### src/rtl/mss_pkg.sv
// shared constants and types of the module sideband supervisor
// assumes one 25 MHz clock; time limits are reached through a millisecond tick, except the reset pulse minimum, which counts clocks
package mss_pkg;

  // clock and time units
  localparam int unsigned CLK_HZ = 25_000_000;
  localparam int unsigned HZ_PER_MHZ = 1_000_000;
  localparam int unsigned US_PER_MS = 1000;

  // documented times, in their own units
  localparam int unsigned T_INIT_MS = 2000;
  localparam int unsigned T_PDOWN_OFF_MS = 300;
  localparam int unsigned T_RESET_MIN_US = 2;

  // derived cycle counts; a least time rounds up
  localparam int unsigned US_CYCLES = CLK_HZ / HZ_PER_MHZ;
  localparam int unsigned MS_CYCLES = US_CYCLES * US_PER_MS;
  localparam int unsigned RESET_MIN_CYCLES =
    (T_RESET_MIN_US * CLK_HZ + HZ_PER_MHZ - 1) / HZ_PER_MHZ;

  // widths
  localparam int unsigned NUM_LANES = 4;
  localparam int unsigned NUM_FLAGS = 2 * NUM_LANES + 1;
  localparam int unsigned MS_CNT_W = 11;
  localparam int unsigned TICK_CNT_W = 16;
  localparam int unsigned RST_CNT_W = 6;
  localparam int unsigned SYNC_W = 3 + 2 * NUM_LANES;

  // flag field positions
  localparam int unsigned FLAG_LOS_LSB = 0;
  localparam int unsigned FLAG_COND_LSB = NUM_LANES;
  localparam int unsigned FLAG_READY_BIT = 2 * NUM_LANES;

  // reset values
  localparam logic [NUM_FLAGS-1:0] FLAGS_RESET = 9'h000;
  localparam logic [NUM_LANES-1:0] LANES_IDLE = 4'h0;
  localparam logic IRQ_N_RESET = 1'b1;
  localparam logic PIN_RESET_N_IDLE = 1'b1;
  localparam logic PIN_SELECT_N_IDLE = 1'b1;
  localparam logic PIN_LP_IDLE = 1'b0;

  typedef enum logic [1:0] {
    ST_RESET,
    ST_INIT,
    ST_READY
  } mss_state_t;

endpackage : mss_pkg

### src/rtl/mss_core_if.sv
// carrier between the pin synchroniser, the timebase and the supervisor core
// assumes all three sit on the same clock
interface mss_core_if;
  import mss_pkg::*;

  logic reset_n_s;
  logic select_n_s;
  logic lp_req_s;
  logic [NUM_LANES-1:0] los_s;
  logic [NUM_LANES-1:0] cond_s;
  logic ms_tick;

  modport sync_mp(output reset_n_s, output select_n_s, output lp_req_s, output los_s,
                  output cond_s);
  modport tb_mp(output ms_tick);
  modport core_mp(input reset_n_s, input select_n_s, input lp_req_s, input los_s,
                  input cond_s, input ms_tick);
endinterface : mss_core_if

### src/rtl/mss_pin_sync.sv
// two-stage synchroniser for the sideband pins and monitor condition inputs
// assumes the inputs are asynchronous to clk_i
module mss_pin_sync (
  input wire logic clk_i,
  input wire logic reset_i,
  input wire logic module_reset_n_i,
  input wire logic module_select_n_i,
  input wire logic low_power_request_i,
  input wire logic [mss_pkg::NUM_LANES-1:0] los_i,
  input wire logic [mss_pkg::NUM_LANES-1:0] cond_i,
  mss_core_if.sync_mp sig
);
  import mss_pkg::*;

  typedef struct packed {
    logic [SYNC_W-1:0] stage1;
    logic [SYNC_W-1:0] stage2;
  } mss_sync_t;

  localparam logic [SYNC_W-1:0] SYNC_IDLE =
    {PIN_RESET_N_IDLE, PIN_SELECT_N_IDLE, PIN_LP_IDLE, LANES_IDLE, LANES_IDLE};

  mss_sync_t r;
  mss_sync_t next_r;

  // stage1 feeds stage2 only; nothing else looks at it
  always_comb begin
    next_r.stage1 = {module_reset_n_i, module_select_n_i, low_power_request_i, los_i, cond_i};
    next_r.stage2 = r.stage1;
  end

  always_ff @(posedge clk_i) begin
    if (reset_i) begin
      r <= {SYNC_IDLE, SYNC_IDLE};
    end else begin
      r <= next_r;
    end
  end

  assign {sig.reset_n_s, sig.select_n_s, sig.lp_req_s, sig.los_s, sig.cond_s} = r.stage2;
endmodule : mss_pin_sync

### src/rtl/mss_timebase.sv
// millisecond tick divider standing in for a slow module clock
// assumes MS_CYCLES fits TICK_CNT_W bits; shorten it in simulation
module mss_timebase #(
  parameter int unsigned MS_CYCLES = mss_pkg::MS_CYCLES
) (
  input wire logic clk_i,
  input wire logic reset_i,
  mss_core_if.tb_mp tb
);
  import mss_pkg::*;

  typedef struct packed {
    logic [TICK_CNT_W-1:0] cnt;
    logic tick;
  } mss_tb_t;

  mss_tb_t r;
  mss_tb_t next_r;

  // one-cycle enable every MS_CYCLES clocks
  always_comb begin
    next_r = r;
    next_r.tick = 1'b0;
    if (r.cnt == TICK_CNT_W'(MS_CYCLES - 1)) begin
      next_r.cnt = '0;
      next_r.tick = 1'b1;
    end else begin
      next_r.cnt = r.cnt + 1'b1;
    end
  end

  always_ff @(posedge clk_i) begin
    if (reset_i) begin
      r <= '0;
    end else begin
      r <= next_r;
    end
  end

  assign tb.ms_tick = r.tick;
endmodule : mss_timebase

### src/rtl/mss_sideband_supervisor.sv
// supervisory control and status of a pluggable module: init, reset, select, power, flags
// assumes an external 2-wire slave that asks to pull the data line through
// bus_slave_sda_drive_i and honours bus_enable_o; flag reads and mask and
// power-down writes arrive as plain ports from that slave's register logic
//
// Functional notes
// - fully functional within 2000 ms of power-on, hot plug or reset release
// - a reset pin low longer than 2 us is taken as a module reset
// - the 2-wire bus is answered within 2000 ms of power-on
// - within 2000 ms clear data-not-ready and assert the interrupt output
// - after reset pin release, fully functional within 2000 ms
// - fully functional is shown by interrupt asserted as data-not-ready clears
// - low-power pin high drops the power level within 100 us
// - an interrupt condition drives the interrupt output low within 200 ms
// - flags clear on read; interrupt releases within 500 us of that read
// - loss of signal sets its flag and asserts interrupt within 100 ms
// - other conditions set their flag and assert interrupt within 200 ms
// - a mask bit set inhibits its flag's interrupt within 100 ms
// - a mask bit cleared resumes its flag's interrupt within 100 ms
// - after select asserts, bus transactions are answered within 100 us
// - after select deasserts, bus transactions stop within 100 us
// - software power-down set enters low power within 100 ms
// - software power-down cleared returns to fully functional within 300 ms
module mss_sideband_supervisor #(
  parameter int unsigned MS_CYCLES = mss_pkg::MS_CYCLES,
  parameter int unsigned INIT_MS = mss_pkg::T_INIT_MS,
  parameter int unsigned RECOVER_MS = mss_pkg::T_PDOWN_OFF_MS
) (
  input wire logic clk_i,
  input wire logic reset_i,
  input wire logic module_reset_n_i,
  input wire logic module_select_n_i,
  input wire logic low_power_request_i,
  input wire logic [mss_pkg::NUM_LANES-1:0] los_i,
  input wire logic [mss_pkg::NUM_LANES-1:0] cond_i,
  input wire logic [2*mss_pkg::NUM_LANES-1:0] mask_i,
  input wire logic power_down_i,
  input wire logic flag_read_i,
  input wire logic bus_slave_sda_drive_i,
  input wire logic sda_i,
  output logic sda_o,
  output logic sda_oe_o,
  output logic bus_enable_o,
  output logic interrupt_request_n_o,
  output logic data_not_ready_o,
  output logic low_power_o,
  output logic [mss_pkg::NUM_FLAGS-1:0] flags_o
);
  import mss_pkg::*;

  typedef struct packed {
    mss_state_t state;
    logic [RST_CNT_W-1:0] rst_lo_cnt;
    logic [MS_CNT_W-1:0] ms_cnt;
    logic recovering;
    logic pdown_prev;
    logic [NUM_FLAGS-1:0] flags;
    logic irq_n;
    logic not_ready;
    logic low_power;
    logic bus_en;
    logic sda_oe;
    logic sda_out;
  } mss_core_t;

  localparam logic [RST_CNT_W-1:0] RST_CNT_LAST = RST_CNT_W'(RESET_MIN_CYCLES - 1);

  mss_core_if core ();
  mss_core_t r;
  mss_core_t next_r;
  logic [MS_CNT_W-1:0] init_limit;
  logic [NUM_FLAGS-1:0] flag_set;
  logic reset_taken;

  mss_pin_sync u_sync (
    .clk_i(clk_i),
    .reset_i(reset_i),
    .module_reset_n_i(module_reset_n_i),
    .module_select_n_i(module_select_n_i),
    .low_power_request_i(low_power_request_i),
    .los_i(los_i),
    .cond_i(cond_i),
    .sig(core.sync_mp)
  );

  mss_timebase #(
    .MS_CYCLES(MS_CYCLES)
  ) u_timebase (
    .clk_i(clk_i),
    .reset_i(reset_i),
    .tb(core.tb_mp)
  );

  // the data line is only ever observed by the external slave
  logic unused_sda;
  assign unused_sda = sda_i;

  // initialisation length depends on whether we came from power-down or from reset;
  // the count starts at zero, so a limit one short keeps the worst case inside the maximum
  assign init_limit = r.recovering ? MS_CNT_W'(RECOVER_MS - 1) : MS_CNT_W'(INIT_MS - 1);

  // a low level counts as reset only once it has lasted the minimum pulse
  assign reset_taken = !core.reset_n_s && (r.rst_lo_cnt == RST_CNT_LAST);

  // monitor conditions only latch while the module is functional
  always_comb begin
    flag_set = '0;
    if (r.state == ST_READY) begin
      flag_set[FLAG_LOS_LSB +: NUM_LANES] = core.los_s;
      flag_set[FLAG_COND_LSB +: NUM_LANES] = core.cond_s;
    end
    if (r.state == ST_INIT && core.ms_tick && r.ms_cnt == init_limit) begin
      flag_set[FLAG_READY_BIT] = 1'b1;
    end
  end

  // next-state logic of the whole supervisor
  always_comb begin
    next_r = r;
    next_r.pdown_prev = power_down_i;
    next_r.sda_out = 1'b0;
    // reset pin low-time filter, saturating at the minimum pulse
    if (core.reset_n_s) begin
      next_r.rst_lo_cnt = '0;
    end else if (r.rst_lo_cnt != RST_CNT_LAST) begin
      next_r.rst_lo_cnt = r.rst_lo_cnt + 1'b1;
    end
    case (r.state)
      ST_RESET: begin
        // release of the pin starts a full initialisation
        if (core.reset_n_s) begin
          next_r.state = ST_INIT;
          next_r.ms_cnt = '0;
          next_r.recovering = 1'b0;
        end
      end
      ST_INIT: begin
        if (core.ms_tick) begin
          if (r.ms_cnt == init_limit) begin
            next_r.state = ST_READY;
          end else begin
            next_r.ms_cnt = r.ms_cnt + 1'b1;
          end
        end
      end
      ST_READY: begin
        // leaving software power-down re-runs the shorter recovery
        if (r.pdown_prev && !power_down_i) begin
          next_r.state = ST_INIT;
          next_r.ms_cnt = '0;
          next_r.recovering = 1'b1;
        end
      end
      default: begin
        next_r.state = ST_RESET;
      end
    endcase
    // set wins over the clear-on-read in the same cycle
    next_r.flags = (r.flags & ~{NUM_FLAGS{flag_read_i}}) | flag_set;
    if (reset_taken) begin
      next_r.state = ST_RESET;
      next_r.flags = FLAGS_RESET;
      next_r.ms_cnt = '0;
    end
    // masks gate the lane flags; the ready flag is never masked
    next_r.irq_n = ~|(next_r.flags & {1'b1, ~mask_i});
    next_r.not_ready = (next_r.state != ST_READY);
    next_r.low_power = core.lp_req_s | power_down_i;
    // bus answers only when selected and functional; a few cycles meet 100 us easily
    // judged on the next state, so a recovery or module reset drops the bus with not-ready
    next_r.bus_en = !core.select_n_s && (next_r.state == ST_READY);
    next_r.sda_oe = next_r.bus_en && bus_slave_sda_drive_i;
  end

  always_ff @(posedge clk_i) begin
    if (reset_i) begin
      r.state <= ST_INIT;
      r.rst_lo_cnt <= '0;
      r.ms_cnt <= '0;
      r.recovering <= 1'b0;
      r.pdown_prev <= 1'b0;
      r.flags <= FLAGS_RESET;
      r.irq_n <= IRQ_N_RESET;
      r.not_ready <= 1'b1;
      r.low_power <= 1'b0;
      r.bus_en <= 1'b0;
      r.sda_oe <= 1'b0;
      r.sda_out <= 1'b0;
    end else begin
      r <= next_r;
    end
  end

  assign sda_o = r.sda_out;
  assign sda_oe_o = r.sda_oe;
  assign bus_enable_o = r.bus_en;
  assign interrupt_request_n_o = r.irq_n;
  assign data_not_ready_o = r.not_ready;
  assign low_power_o = r.low_power;
  assign flags_o = r.flags;

  // init counter never passes its limit
  a_init_bound: assert property (@(posedge clk_i) disable iff (reset_i)
    (r.state == ST_INIT) |-> (r.ms_cnt <= init_limit))
    else $error("init counter passed its limit");

  a_reset_filter: assert property (@(posedge clk_i) disable iff (reset_i)
    (!core.reset_n_s && r.rst_lo_cnt == RST_CNT_LAST) |=> (r.state == ST_RESET))
    else $error("long reset pulse not taken");

  a_bus_ready: assert property (@(posedge clk_i) disable iff (reset_i)
    bus_enable_o |-> !data_not_ready_o)
    else $error("bus answered before ready");

  a_ready_irq: assert property (@(posedge clk_i) disable iff (reset_i)
    $fell(data_not_ready_o) |-> (!interrupt_request_n_o && flags_o[FLAG_READY_BIT]))
    else $error("ready without interrupt");

  a_lp_entry: assert property (@(posedge clk_i) disable iff (reset_i)
    core.lp_req_s |=> low_power_o)
    else $error("low-power pin not followed");

  a_los_irq: assert property (@(posedge clk_i) disable iff (reset_i)
    (r.state == ST_READY && core.reset_n_s && core.los_s[0] && !mask_i[0])
    |=> (flags_o[FLAG_LOS_LSB] && !interrupt_request_n_o))
    else $error("loss of signal did not interrupt");

  a_cond_irq: assert property (@(posedge clk_i) disable iff (reset_i)
    (r.state == ST_READY && core.reset_n_s && core.cond_s[0] && !mask_i[NUM_LANES])
    |=> ##[0:1] (flags_o[FLAG_COND_LSB] && !interrupt_request_n_o))
    else $error("condition did not interrupt");

  a_read_release: assert property (@(posedge clk_i) disable iff (reset_i)
    (flag_read_i && r.state == ST_READY && core.los_s == '0 && core.cond_s == '0)
    |=> (interrupt_request_n_o && flags_o == FLAGS_RESET))
    else $error("interrupt held after clearing read");

  a_mask_inhibit: assert property (@(posedge clk_i) disable iff (reset_i)
    ($past(mask_i) == 8'hff && !flags_o[FLAG_READY_BIT]) |-> interrupt_request_n_o)
    else $error("masked flag raised interrupt");

  a_mask_resume: assert property (@(posedge clk_i) disable iff (reset_i)
    (flags_o[FLAG_LOS_LSB] && !$past(mask_i[0])) |-> !interrupt_request_n_o)
    else $error("unmasked flag gave no interrupt");

  a_select_on: assert property (@(posedge clk_i) disable iff (reset_i)
    (!core.select_n_s && r.state == ST_READY && core.reset_n_s
     && !(r.pdown_prev && !power_down_i)) |=> bus_enable_o)
    else $error("select did not enable bus");

  a_select_off: assert property (@(posedge clk_i) disable iff (reset_i)
    core.select_n_s |=> (!bus_enable_o && !sda_oe_o))
    else $error("deselected module still on bus");

  a_pdown_entry: assert property (@(posedge clk_i) disable iff (reset_i)
    power_down_i |=> low_power_o)
    else $error("power-down bit not followed");

  a_pdown_exit: assert property (@(posedge clk_i) disable iff (reset_i)
    (r.state == ST_READY && r.pdown_prev && !power_down_i && core.reset_n_s)
    |=> (r.state == ST_INIT && r.recovering && data_not_ready_o))
    else $error("power-down exit did not recover");

  // further guards on module reset, init end, flags, masking, low power and the bus
  a_reset_clears: assert property (@(posedge clk_i) disable iff (reset_i)
    reset_taken |=> (flags_o == FLAGS_RESET && data_not_ready_o && !bus_enable_o))
    else $error("module reset left state behind");

  a_release_start: assert property (@(posedge clk_i) disable iff (reset_i)
    (r.state == ST_RESET && core.reset_n_s)
    |=> (r.state == ST_INIT && r.ms_cnt == '0 && !r.recovering))
    else $error("reset release did not start init");

  a_init_done: assert property (@(posedge clk_i) disable iff (reset_i)
    (r.state == ST_INIT && core.ms_tick && r.ms_cnt == init_limit && core.reset_n_s)
    |=> (!data_not_ready_o && !interrupt_request_n_o))
    else $error("init end without ready and interrupt");

  a_ready_rise: assert property (@(posedge clk_i) disable iff (reset_i)
    $rose(flags_o[FLAG_READY_BIT]) |-> !data_not_ready_o)
    else $error("ready flag while not ready");

  a_irq_has_flag: assert property (@(posedge clk_i) disable iff (reset_i)
    !interrupt_request_n_o |-> (flags_o != FLAGS_RESET))
    else $error("interrupt with no flag set");

  a_flags_sticky: assert property (@(posedge clk_i) disable iff (reset_i)
    (!flag_read_i && !reset_taken) |=> ((flags_o & $past(flags_o)) == $past(flags_o)))
    else $error("flag lost without a read");

  a_no_early_flag: assert property (@(posedge clk_i) disable iff (reset_i)
    (r.state != ST_READY)
    |=> ((flags_o[2*NUM_LANES-1:0] & ~$past(flags_o[2*NUM_LANES-1:0])) == '0))
    else $error("condition latched before ready");

  a_lane_masked: assert property (@(posedge clk_i) disable iff (reset_i)
    (!flags_o[FLAG_READY_BIT] && (flags_o[2*NUM_LANES-1:0] & ~$past(mask_i)) == '0)
    |-> interrupt_request_n_o)
    else $error("only masked flags but interrupt low");

  a_lp_exit: assert property (@(posedge clk_i) disable iff (reset_i)
    (!core.lp_req_s && !power_down_i) |=> !low_power_o)
    else $error("low power held with no request");

  a_drive_needs_bus: assert property (@(posedge clk_i) disable iff (reset_i)
    sda_oe_o |-> bus_enable_o)
    else $error("data line pulled while off the bus");

endmodule : mss_sideband_supervisor

### config.mk
export PLATFORM = sky130hd
export DESIGN_NAME = mss_sideband_supervisor
export DESIGN_NICKNAME = d
export VERILOG_FILES = /design/src/rtl/mss_pkg.sv /design/src/rtl/mss_core_if.sv /design/src/rtl/mss_pin_sync.sv /design/src/rtl/mss_timebase.sv /design/src/rtl/mss_sideband_supervisor.sv
export SDC_FILE = /design/constraint.sdc
export NUM_CORES = 1
export LEC_CHECK = 0
export BUFFER_PORTS_ARGS = -buffer_cell sky130_fd_sc_hd__buf_2
export CORE_AREA = 3 3 69 97
export DETAILED_ROUTE_END_ITERATION = 6
export DIE_AREA = 0 0 72 100
export MAX_ROUTING_LAYER = met4
export PLACE_DENSITY = 0.74
export SLEW_MARGIN = 10
export SYNTH_ARGS = -nofsm -noshare
export SYNTH_HDL_FRONTEND = slang
export SYNTH_SLANG_ARGS = --single-unit
### constraint.sdc
create_clock -name clk_i -period 1.7 [get_ports clk_i]
set_clock_uncertainty 0.2 [all_clocks]
set_input_delay 0.17 -clock clk_i [delete_from_list [all_inputs] [get_ports clk_i]]
set_output_delay 0.17 -clock clk_i [all_outputs]
set_load 0.1 [all_outputs]
# Word level (Yosys, flattened, before mapping)

Cells that the tools add are included.

Input port bits: 25
Output and inout port bits: 15
Register bits after elaboration: 75
Logic and storage cells: 73

Equal/unequal tests: 12
Add/sub/neg operators: 3
Reductions and logical operators: 19
Multiplexer cells: 17
Bitwise logic cells: 6

Operators with widths:

| cell                                                               | number |
|---|---|
| 11-bit two-way mux                                                 | 3 |
| 11-bit case mux with 3 select lines                                | 1 |
| 12-bit two-way mux                                                 | 2 |
| 9-bit bitwise AND                                                  | 2 |
| 16-bit by 1-bit adder with 16-bit output (second input constant)   | 1 |
| 16-bit by 15-bit == test with 1-bit output (second input constant) | 1 |
| 11-bit by 1-bit adder with 11-bit output (second input constant)   | 1 |
| 11-bit == test                                                     | 1 |
| 2-bit two-way mux                                                  | 5 |
| 9-bit two-way mux                                                  | 1 |
| 9-bit NOT                                                          | 1 |
| 9-bit bitwise OR                                                   | 1 |
| 9-bit OR reduction                                                 | 1 |
| 8-bit two-way mux                                                  | 1 |
| 8-bit NOT                                                          | 1 |
| 6-bit by 1-bit adder with 6-bit output (second input constant)     | 1 |
| 6-bit == test (second input constant)                              | 1 |
| 1-bit logical AND                                                  | 6 |
| 2-bit by 1-bit != test with 1-bit output (second input constant)   | 3 |
| 6-bit != test (second input constant)                              | 1 |
| 2-bit case mux with 3 select lines                                 | 1 |
| 2-bit OR reduction                                                 | 3 |
| 5-bit AND reduction                                                | 1 |
| 2-bit == test (second input constant)                              | 2 |
| 10 further kinds                                                   | 15 |

# Depth between registers and ports, before layout

Gate-level depths: netlist of run 1.

Depth after elaboration: 9
Mapped depth: 7

# Modules after synthesis

A second synthesis of run 1 with hierarchy kept.

Cells, all modules: 348
Area, all modules: 3113.0 um^2

By module, submodules not included:

| module                  | cells an instance | instances | area an instance (um^2) |
|---|---|---|---|
| mss_sideband_supervisor | 218               | 1         | 1750.4 |
| mss_timebase            | 84                | 1         | 767.0 |
| mss_pin_sync            | 46                | 1         | 595.6 |

# Least setup slack after synthesis of run 1

Ideal clock, no wire load.

Path kind: register to register
From: register r[22] (netlist name)
To: register r (netlist bit sda_oe_o)
Arrival: 1.629 ns
Clock period less this slack: 1.902 ns
Buffers on the path: 0
Cell stages (with the launch flop): 6
Setup slack: -0.202 ns
Cells stage by stage: dfxtp_1 > nand4b_1 > or3_4 > a2111o_1 > a21o_1 > nor3b_2

Word-level cells in the longest chain between the ends: 8

RTL lines:

| element                            | line                           | RTL |
|---|---|---|
| start: declaration                 | mss_sideband_supervisor.sv:69  | `mss_core_t r;` |
| start signal: assignment           | mss_sideband_supervisor.sv:190 | `r <= next_r;` |
| 11-bit == test                     | mss_sideband_supervisor.sv:139 | `if (r.ms_cnt == init_limit) begin` |
| 2-bit two-way mux                  | mss_sideband_supervisor.sv:139 |  |
| 2-bit two-way mux                  | mss_sideband_supervisor.sv:138 | `if (core.ms_tick) begin` |
| 2-bit case mux with 3 select lines | mss_sideband_supervisor.sv:128 | `case (r.state)` |
| 2-bit two-way mux                  | mss_sideband_supervisor.sv:160 | `if (reset_taken) begin` |
| 2-bit == test                      | mss_sideband_supervisor.sv:171 | `next_r.bus_en = !core.select_n_s && (next_r.state == ST_READY);` |
| 1-bit logical AND                  | mss_sideband_supervisor.sv:171 |  |
| 1-bit logical AND                  | mss_sideband_supervisor.sv:172 | `next_r.sda_oe = next_r.bus_en && bus_slave_sda_drive_i;` |

No other way between the ends.
A chain may end at the register's enable or synchronous reset.

# Worst setup path after layout of run 1

Ends and elaborated chain as after synthesis.

==> results of run 1 <==
cell type report:
type	count	area, um^2	share of cell area [%]
clock buffer	10	138	3.50
sequential	74	1500	38.1
inverter	21	78.8	2.01
clock inverter	6	41.3	1.05
tap	70	87.6	2.23
timing repair buffer	94	644	16.4
multi-input combinational	208	1440	36.7
how the worst max path moves through the flow:
stage / from / to / slack (ns) / cells after the start
2_1_floorplan: r[19] / sda_oe_o / -0.19 / 6
3_3_place_gp: r[22] / sda_oe_o / -0.19 / 5
3_5_place_dp: r[22] / sda_oe_o / -0.22 / 5
4_1_cts: r[22] / interrupt_request_n_o / -0.20 / 5
5_1_grt: r[22] / r[19] / -0.26 / 6
6_report: r[22] / sda_oe_o / -0.19 / 5
critical path, cell delays in order (launching register included):
cell,delay (ns)
dfxtp_2,0.33
nand4b_1,0.16
or3_4,0.34
a2111o_1,0.39
a21o_1,0.23
nor3b_2,0.17
sequential cells by signal (all words and copies together), names as in the netlist, 4 cells and up:
name / count
r: 21
u_timebase.r: 16
u_sync.next_r: 11
flags_o: 9
u_sync.sig.cond_s: 4
u_sync.sig.los_s: 4
Yosys cell counts (all sizes together) (2+ instances only):
library cell	instances
xnor2	5
a21oi	12
nor2b	26
o31ai	3
o21bai	2
o22ai	2
xor2	20
and4	4
nand4b	2
a2bb2oi	2
nand4	8
buf	12
and2	3
ha	4
a22oi	4
nor4	3
nand2	8
nand3	15
or2	4
clkbuf	8
nand3b	2
o21ai	2
inv	21
a21o	3
or3b	2
and3	5
a31oi	2
nand2b	3
dfxtp	74
nor2	39
nor3	4
a31o	3
cells by family after synthesis:
logic type / after synthesis
simple gates: 134
buf+inv: 41
compound gates: 43
flops: 74
fa+ha+maj: 4
xor+xnor: 25
mux: 1
other cells: 1
layout by cell type, fill, tap and decap left out, drive strengths merged, types with 3 or more instances in the layout:
cell         netlist  final
inv               21     22
and3               5      5
and4               4      4
clkbuf             8     10
o31ai              3      3
or2                4      4
a21o               3      3
a22oi              4      4
nand4              8      8
ha                 4      4
nand3             15     15
dlygate4sd3        0     12
clkinv             0      5
xor2              20     20
nand2              8      8
nor3               4      4
nor2              39     39
nor2b             26     26
and2               3      3
buf               12     82
dfxtp             74     74
a21oi             12     12
nor4               3      3
a31o               3      3
xnor2              5      5
nand2b             3      3
power groups by stage:
| stage | combinational (W) | sequential [W] | clock (W) |
|---|---|---|---|
| 2_1_floorplan | 0.0000831 | 0.00183 | 0 |
| 3_3_place_gp | 0.000157 | 0.00182 | 0 |
| 3_5_place_dp | 0.000159 | 0.00182 | 0 |
| 4_1_cts | 0.000183 | 0.00178 | 0.00125 |
| 5_1_grt | 0.000211 | 0.00179 | 0.00131 |
| 6_report | 0.000192 | 0.00178 | 0.00122 |
per-stage QoR:
step                util, %  power [W]  cell area (um^2)
floorplan                 -    0.00191              3040
finish                 66.5    0.00319              3930
global route           66.5    0.00331              3930
detailed placement     59.3    0.00198              3500
global placement       59.3    0.00198              3500
CTS                    65.1    0.00321              3840
metal layers:
metal  up-vias  global-route usage (%)
met5         -                       -
met2        50                    33.1
met3        16                    4.51
li1       1259                       -
met1      1151                    21.8
met4         0                    9.70
what timing repair did:
action / in CTS / in global routing
gates cloned: 0 / 1
gates resized for setup: 8 / 19
setup buffers: 2 / 1
pin swaps: 8 / 4
endpoints found under the setup margin: 24 / 34
hold endpoints to repair: 12 / 0
hold buffers: 12 / 0
==> metrics.cfg, run 1 <==
[power]
max-vdd-ir-drop_uv=706
switching_share_pct=23.9
power.share.sequential_pct=55.9
pwr-share-comb_pct=6.0
p_sw_w=0.000761
p_leak_nw=1.66
clkPwrFrac_pct=38.1
pwr_density_cell_nw_per_um2=812
intPower_w=0.00243

[synth]
synthArstFlopShare_pct=0
synth_compound_area_share_pct=10.0
synth_fa_ha_area_share_pct=1.67
muxShareOfSynthArea_pct=0.334
netlist_area_um2=3000
syn_avg_cell_area_um2=9.29
synth.top_cell.area_share_pct=49.4
yosysWarnings=0
ys_ff_latch=74
synth_area_leaders=dfxtp_1, xor2_1, nor2b_1
yosysUniqueCellTypes=51
synth-xor-area-share_pct=7.30
synth_top_family_by_area=simple AND/OR/NAND/NOR gates
ys_seq_area_share_pct=49.4
synth_edf_count=0
syn_nets=352
synth-simple-area-share_pct=24.8
synth_cells=323
synth_top_area_cell=dfxtp_1
dominantRegCellSynth=dfxtp_1

[placement]
place_ws_ns=-0.216
place_congestion=0.778
hpwl_mm=4.45
place_inst=451
port_buffers=37

[cells_and_area]
diodes=0
drive_above_1_share_pct=32.7
synthToLayoutAreaGrowth_pct=30.9
fin_cells=483
nets=437
fill_cells=452

[critical_path]
cp_max_fo=4
rrSetupSlack_ns=-0.19
rr_worst_depth=5
timing.rr.end=sda_oe_o
critical_path_class=flop to flop
cp.arrival_ns=1.97
critPathRequiredTime_ns=1.78
r2r_start=r[22]
start_kind=flop
worst_setup_path_end_kind=flop

[sta]
setup-violations-final=11
final.setup.tns_ns=-1.46
hold_violations=0
min_period_over_period_pct=111
fmax_mhz=529
slew_violations=0
fin_hold_ws_ns=0.0175
rsz0062_at_grt=true
period_needed_ns=1.89
final.setup.worst_slack_ns=-0.189

[drt]
vias=2476
wl_met2_mm=3.36
met1_length_mm=2.82
dr.first_iter.drc_count=80
avgRoutedWirePerCell_um=13.6
ant_nets=0
top_layer_used=met4
drtPass1Iterations=7
wirelength_mm=6.57
drc=0
route.met3.wl_um=231
vias_per_cell=5.13

[die]
core-area_um2=5900
die-area_um2=7200
fp-row-count=33
die_w_um=72
start_util_pct=50.8
die_h_um=100
io_pins=40

[hold_path]
holdPathEnd=r[15]
min_path_type=input pin to flop
holdPathStages=3
hold_start=power_down_i

[cts]
path_clk_slew_ns=0.08
clock_latency_ns=0.35
htree_levels=3
tritoncts=built
clk_path_buf_depth=2
clkSinkCount=74
root_buffer=clkbuf_8
numCtsBuffers=9

[grt]
grt_max_degree=34
grt_usage_pct=19.7
first_global_vias=2501
grt_antenna_before_repair=0
grt_overflow=0
grt_pass1_wl_mm=10.7

[run_status]
violations=setup timing
status=complete, but fails checks

[run]
drv_cap=0

(Power assumes the default switching activity.)
==> inputs of run 2 (changes only) <==
Settings changed: CORE_AREA 3 3 69 97 to 3 3 78 109, CTS_BUF_LIST from default to sky130_fd_sc_hd__clkbuf_4 sky130_fd_sc_hd__clkbuf_8 sky130_fd_sc_hd__clkbuf_16, DIE_AREA 0 0 72 100 to 0 0 81 112, PLACE_DENSITY 0.74 to 0.58.
Clock period 1.7 ns to 2.09 ns, I/O delays scaled along.
==> run 2 against run 1 <==
Net effect: the run now ends clean; wire length is 9.3% lower; via count shrank 6.2%; flip-flop and latch count stayed put; fmax down 5.4%; critical path depth unchanged; clock power is 8% lower; combinational power fell by 29%; power is 15% lower; sequential share of layout area up 2.7 points; non-clock buffer count shrank 31; global-route usage shrank 4.9 points; largest cell class unchanged; largest power group unchanged; highest routed layer unchanged.
==> metrics.cfg, run 2 (same netlist as run 1, synthesis figures left out) <==
[die]
start_util_pct=39.0
core-area_um2=7700
die_h_um=112
io_pins=40
fp-row-count=38
die-area_um2=9070
die_w_um=81

[cts]
path_clk_slew_ns=0.08
htree_levels=3
cts_setup_buffers=0
clock_latency_ns=0.35
root_buffer=clkbuf_8
clkSinkCount=74
numCtsBuffers=9
tritoncts=built
clk_path_buf_depth=2

[grt]
grt_overflow=0
grt_usage_pct=14.8
grt_antenna_before_repair=0
grt_max_degree=34
first_global_vias=2289
grt_pass1_wl_mm=10.2

[sta]
final.setup.tns_ns=0
fmax_mhz=501
min_period_over_period_pct=95.5
period_needed_ns=2.00
final.setup.worst_slack_ns=0.0930
slew_violations=0
setup-violations-final=0
rsz0062_at_grt=false
hold_violations=0

[critical_path]
cp.arrival_ns=2.08
worst_setup_path_end_kind=flop
cpMaxStageDelayCell=dfxtp_1
timing.rr.end=sda_oe_o
r2r_start=r[26]
cp_cell_sequence=nand4b_1 -> or3_4 -> a2111o_1 -> a21o_1 -> nor3b_2
start_kind=flop
rr_worst_depth=5
cp_max_fo=4
rrSetupSlack_ns=0.09
crit_start=r[26]
endpoint=sda_oe_o
critical_path_class=flop to flop
path_buf_inv=0
critPathRequiredTime_ns=2.17
critPathTopFamily=simple AND/OR/NAND/NOR gates
cp.depth=5
cpPeakStageDelay_ns=0.41

[drt]
vias=2322
drtPass1Iterations=4
drc=0
vias_per_cell=4.82
avgRoutedWirePerCell_um=12.3
ant_nets=0
dr.first_iter.drc_count=130
wirelength_mm=5.95

[cells_and_area]
synthToLayoutAreaGrowth_pct=21.2
final_cell_mix=dfxtp_1, nor2_1, buf_2
nets=406
largest_reg_flops=21
fin_cells=482
diodes=0
fin_area_um2=3640
drive_above_1_share_pct=21.2
final_common_cell=dfxtp_1
regMostFlops=r

[hold_path]
holdPathStages=3
min_path_type=input pin to flop

[power]
p_leak_nw=1.49
power_w=0.00271
max-vdd-ir-drop_uv=461
pwr_density_cell_nw_per_um2=745

[placement]
port_buffers=37
place_inst=453
place_congestion=0.805
place_ws_ns=0.0664
hpwl_mm=4.15
place_area_um2=3290

[run]
drv_cap=0

[run_status]
status=finished clean

-- run 2: changes by cell type in the layout (fill, tap and decap cells not counted), moves of 2 or more --
| cell | previous run | this run |
|---|---|---|
| clkinv_2 | 3 | 1 |
| o31ai_1 | 1 | 3 |
| ha_1 | 2 | 4 |
| or3b_2 | 0 | 2 |
| dfxtp_2 | 10 | 3 |
| dfxtp_1 | 63 | 71 |
| or3b_4 | 2 | 0 |
| buf_4 | 43 | 13 |
-- run 2: area by class of cell --
| class | count | area (um^2) |
|---|---|---|
| flip-flops and latches | 74 | 1490 |
| multi-input cells | 208 | 1330 |
| clock buffers | 9 | 124 |
| clock inverters | 7 | 77.6 |
| well taps | 100 | 125 |
| repair buffers | 63 | 413 |
| fillers | 745 | 4070 |
| inverters | 21 | 78.8 |
-- run 2: worst min path at each step --
| stage | start | to | slack (ns) |
|---|---|---|---|
| CTS | flag_read_i | flags_o[7] | 0.06 |
| global route | flag_read_i | flags_o[5] | 0.08 |
| floorplan | reset_i | u_sync.sig.cond_s[0] | 0.08 |
| global placement | u_sync.next_r[10] | u_sync.sig.reset_n_s | 0.19 |
| detailed placement | u_sync.next_r[10] | u_sync.sig.reset_n_s | 0.19 |
| finish | flag_read_i | flags_o[7] | 0.07 |
-- run 2: layer usage --
metal | global-route usage (%) | wire length (um) | vias to the layer above
li1 | - | - | 1196
met2 | 22.7 | 2790 | 41
met3 | 4.13 | 229 | 13
met5 | - | 0 | -
met1 | 17.7 | 2790 | 1072
met4 | 7.22 | 142 | 0
-- run 2: stage by stage --
step	util [%]	hold WS (ns)
finish	47.2	0.0743
detailed placement	42.8	0.193
floorplan	-	0.0806
CTS	47.1	0.0568
global placement	42.8	0.192
global route	47.2	0.0792
-- run 2: timing repair --
| action | in CTS | in global routing |
|---|---|---|
| hold endpoints to repair | 14 | 0 |
| resized for setup | 0 | 4 |
| setup endpoints to repair | 0 | 2 |
| hold buffers | 13 | 0 |
-- run 2: worst reg2reg max path: cells and delay by family (launching register included) --
kind,cells,cell delay (ns)
simple gates,3,0.70
compound gates,2,0.61
flops,1,0.41
-- run 2: power breakdown --
group	total, W	internal (W)	leakage [nW]	switching [W]
registers	0.00145	0.00144	0.604	0.0000152
clock network	0.00112	0.000561	0.100	0.000561
logic	0.000137	0.0000650	0.785	0.0000716
total	0.00271	0.00206	1.49	0.000648
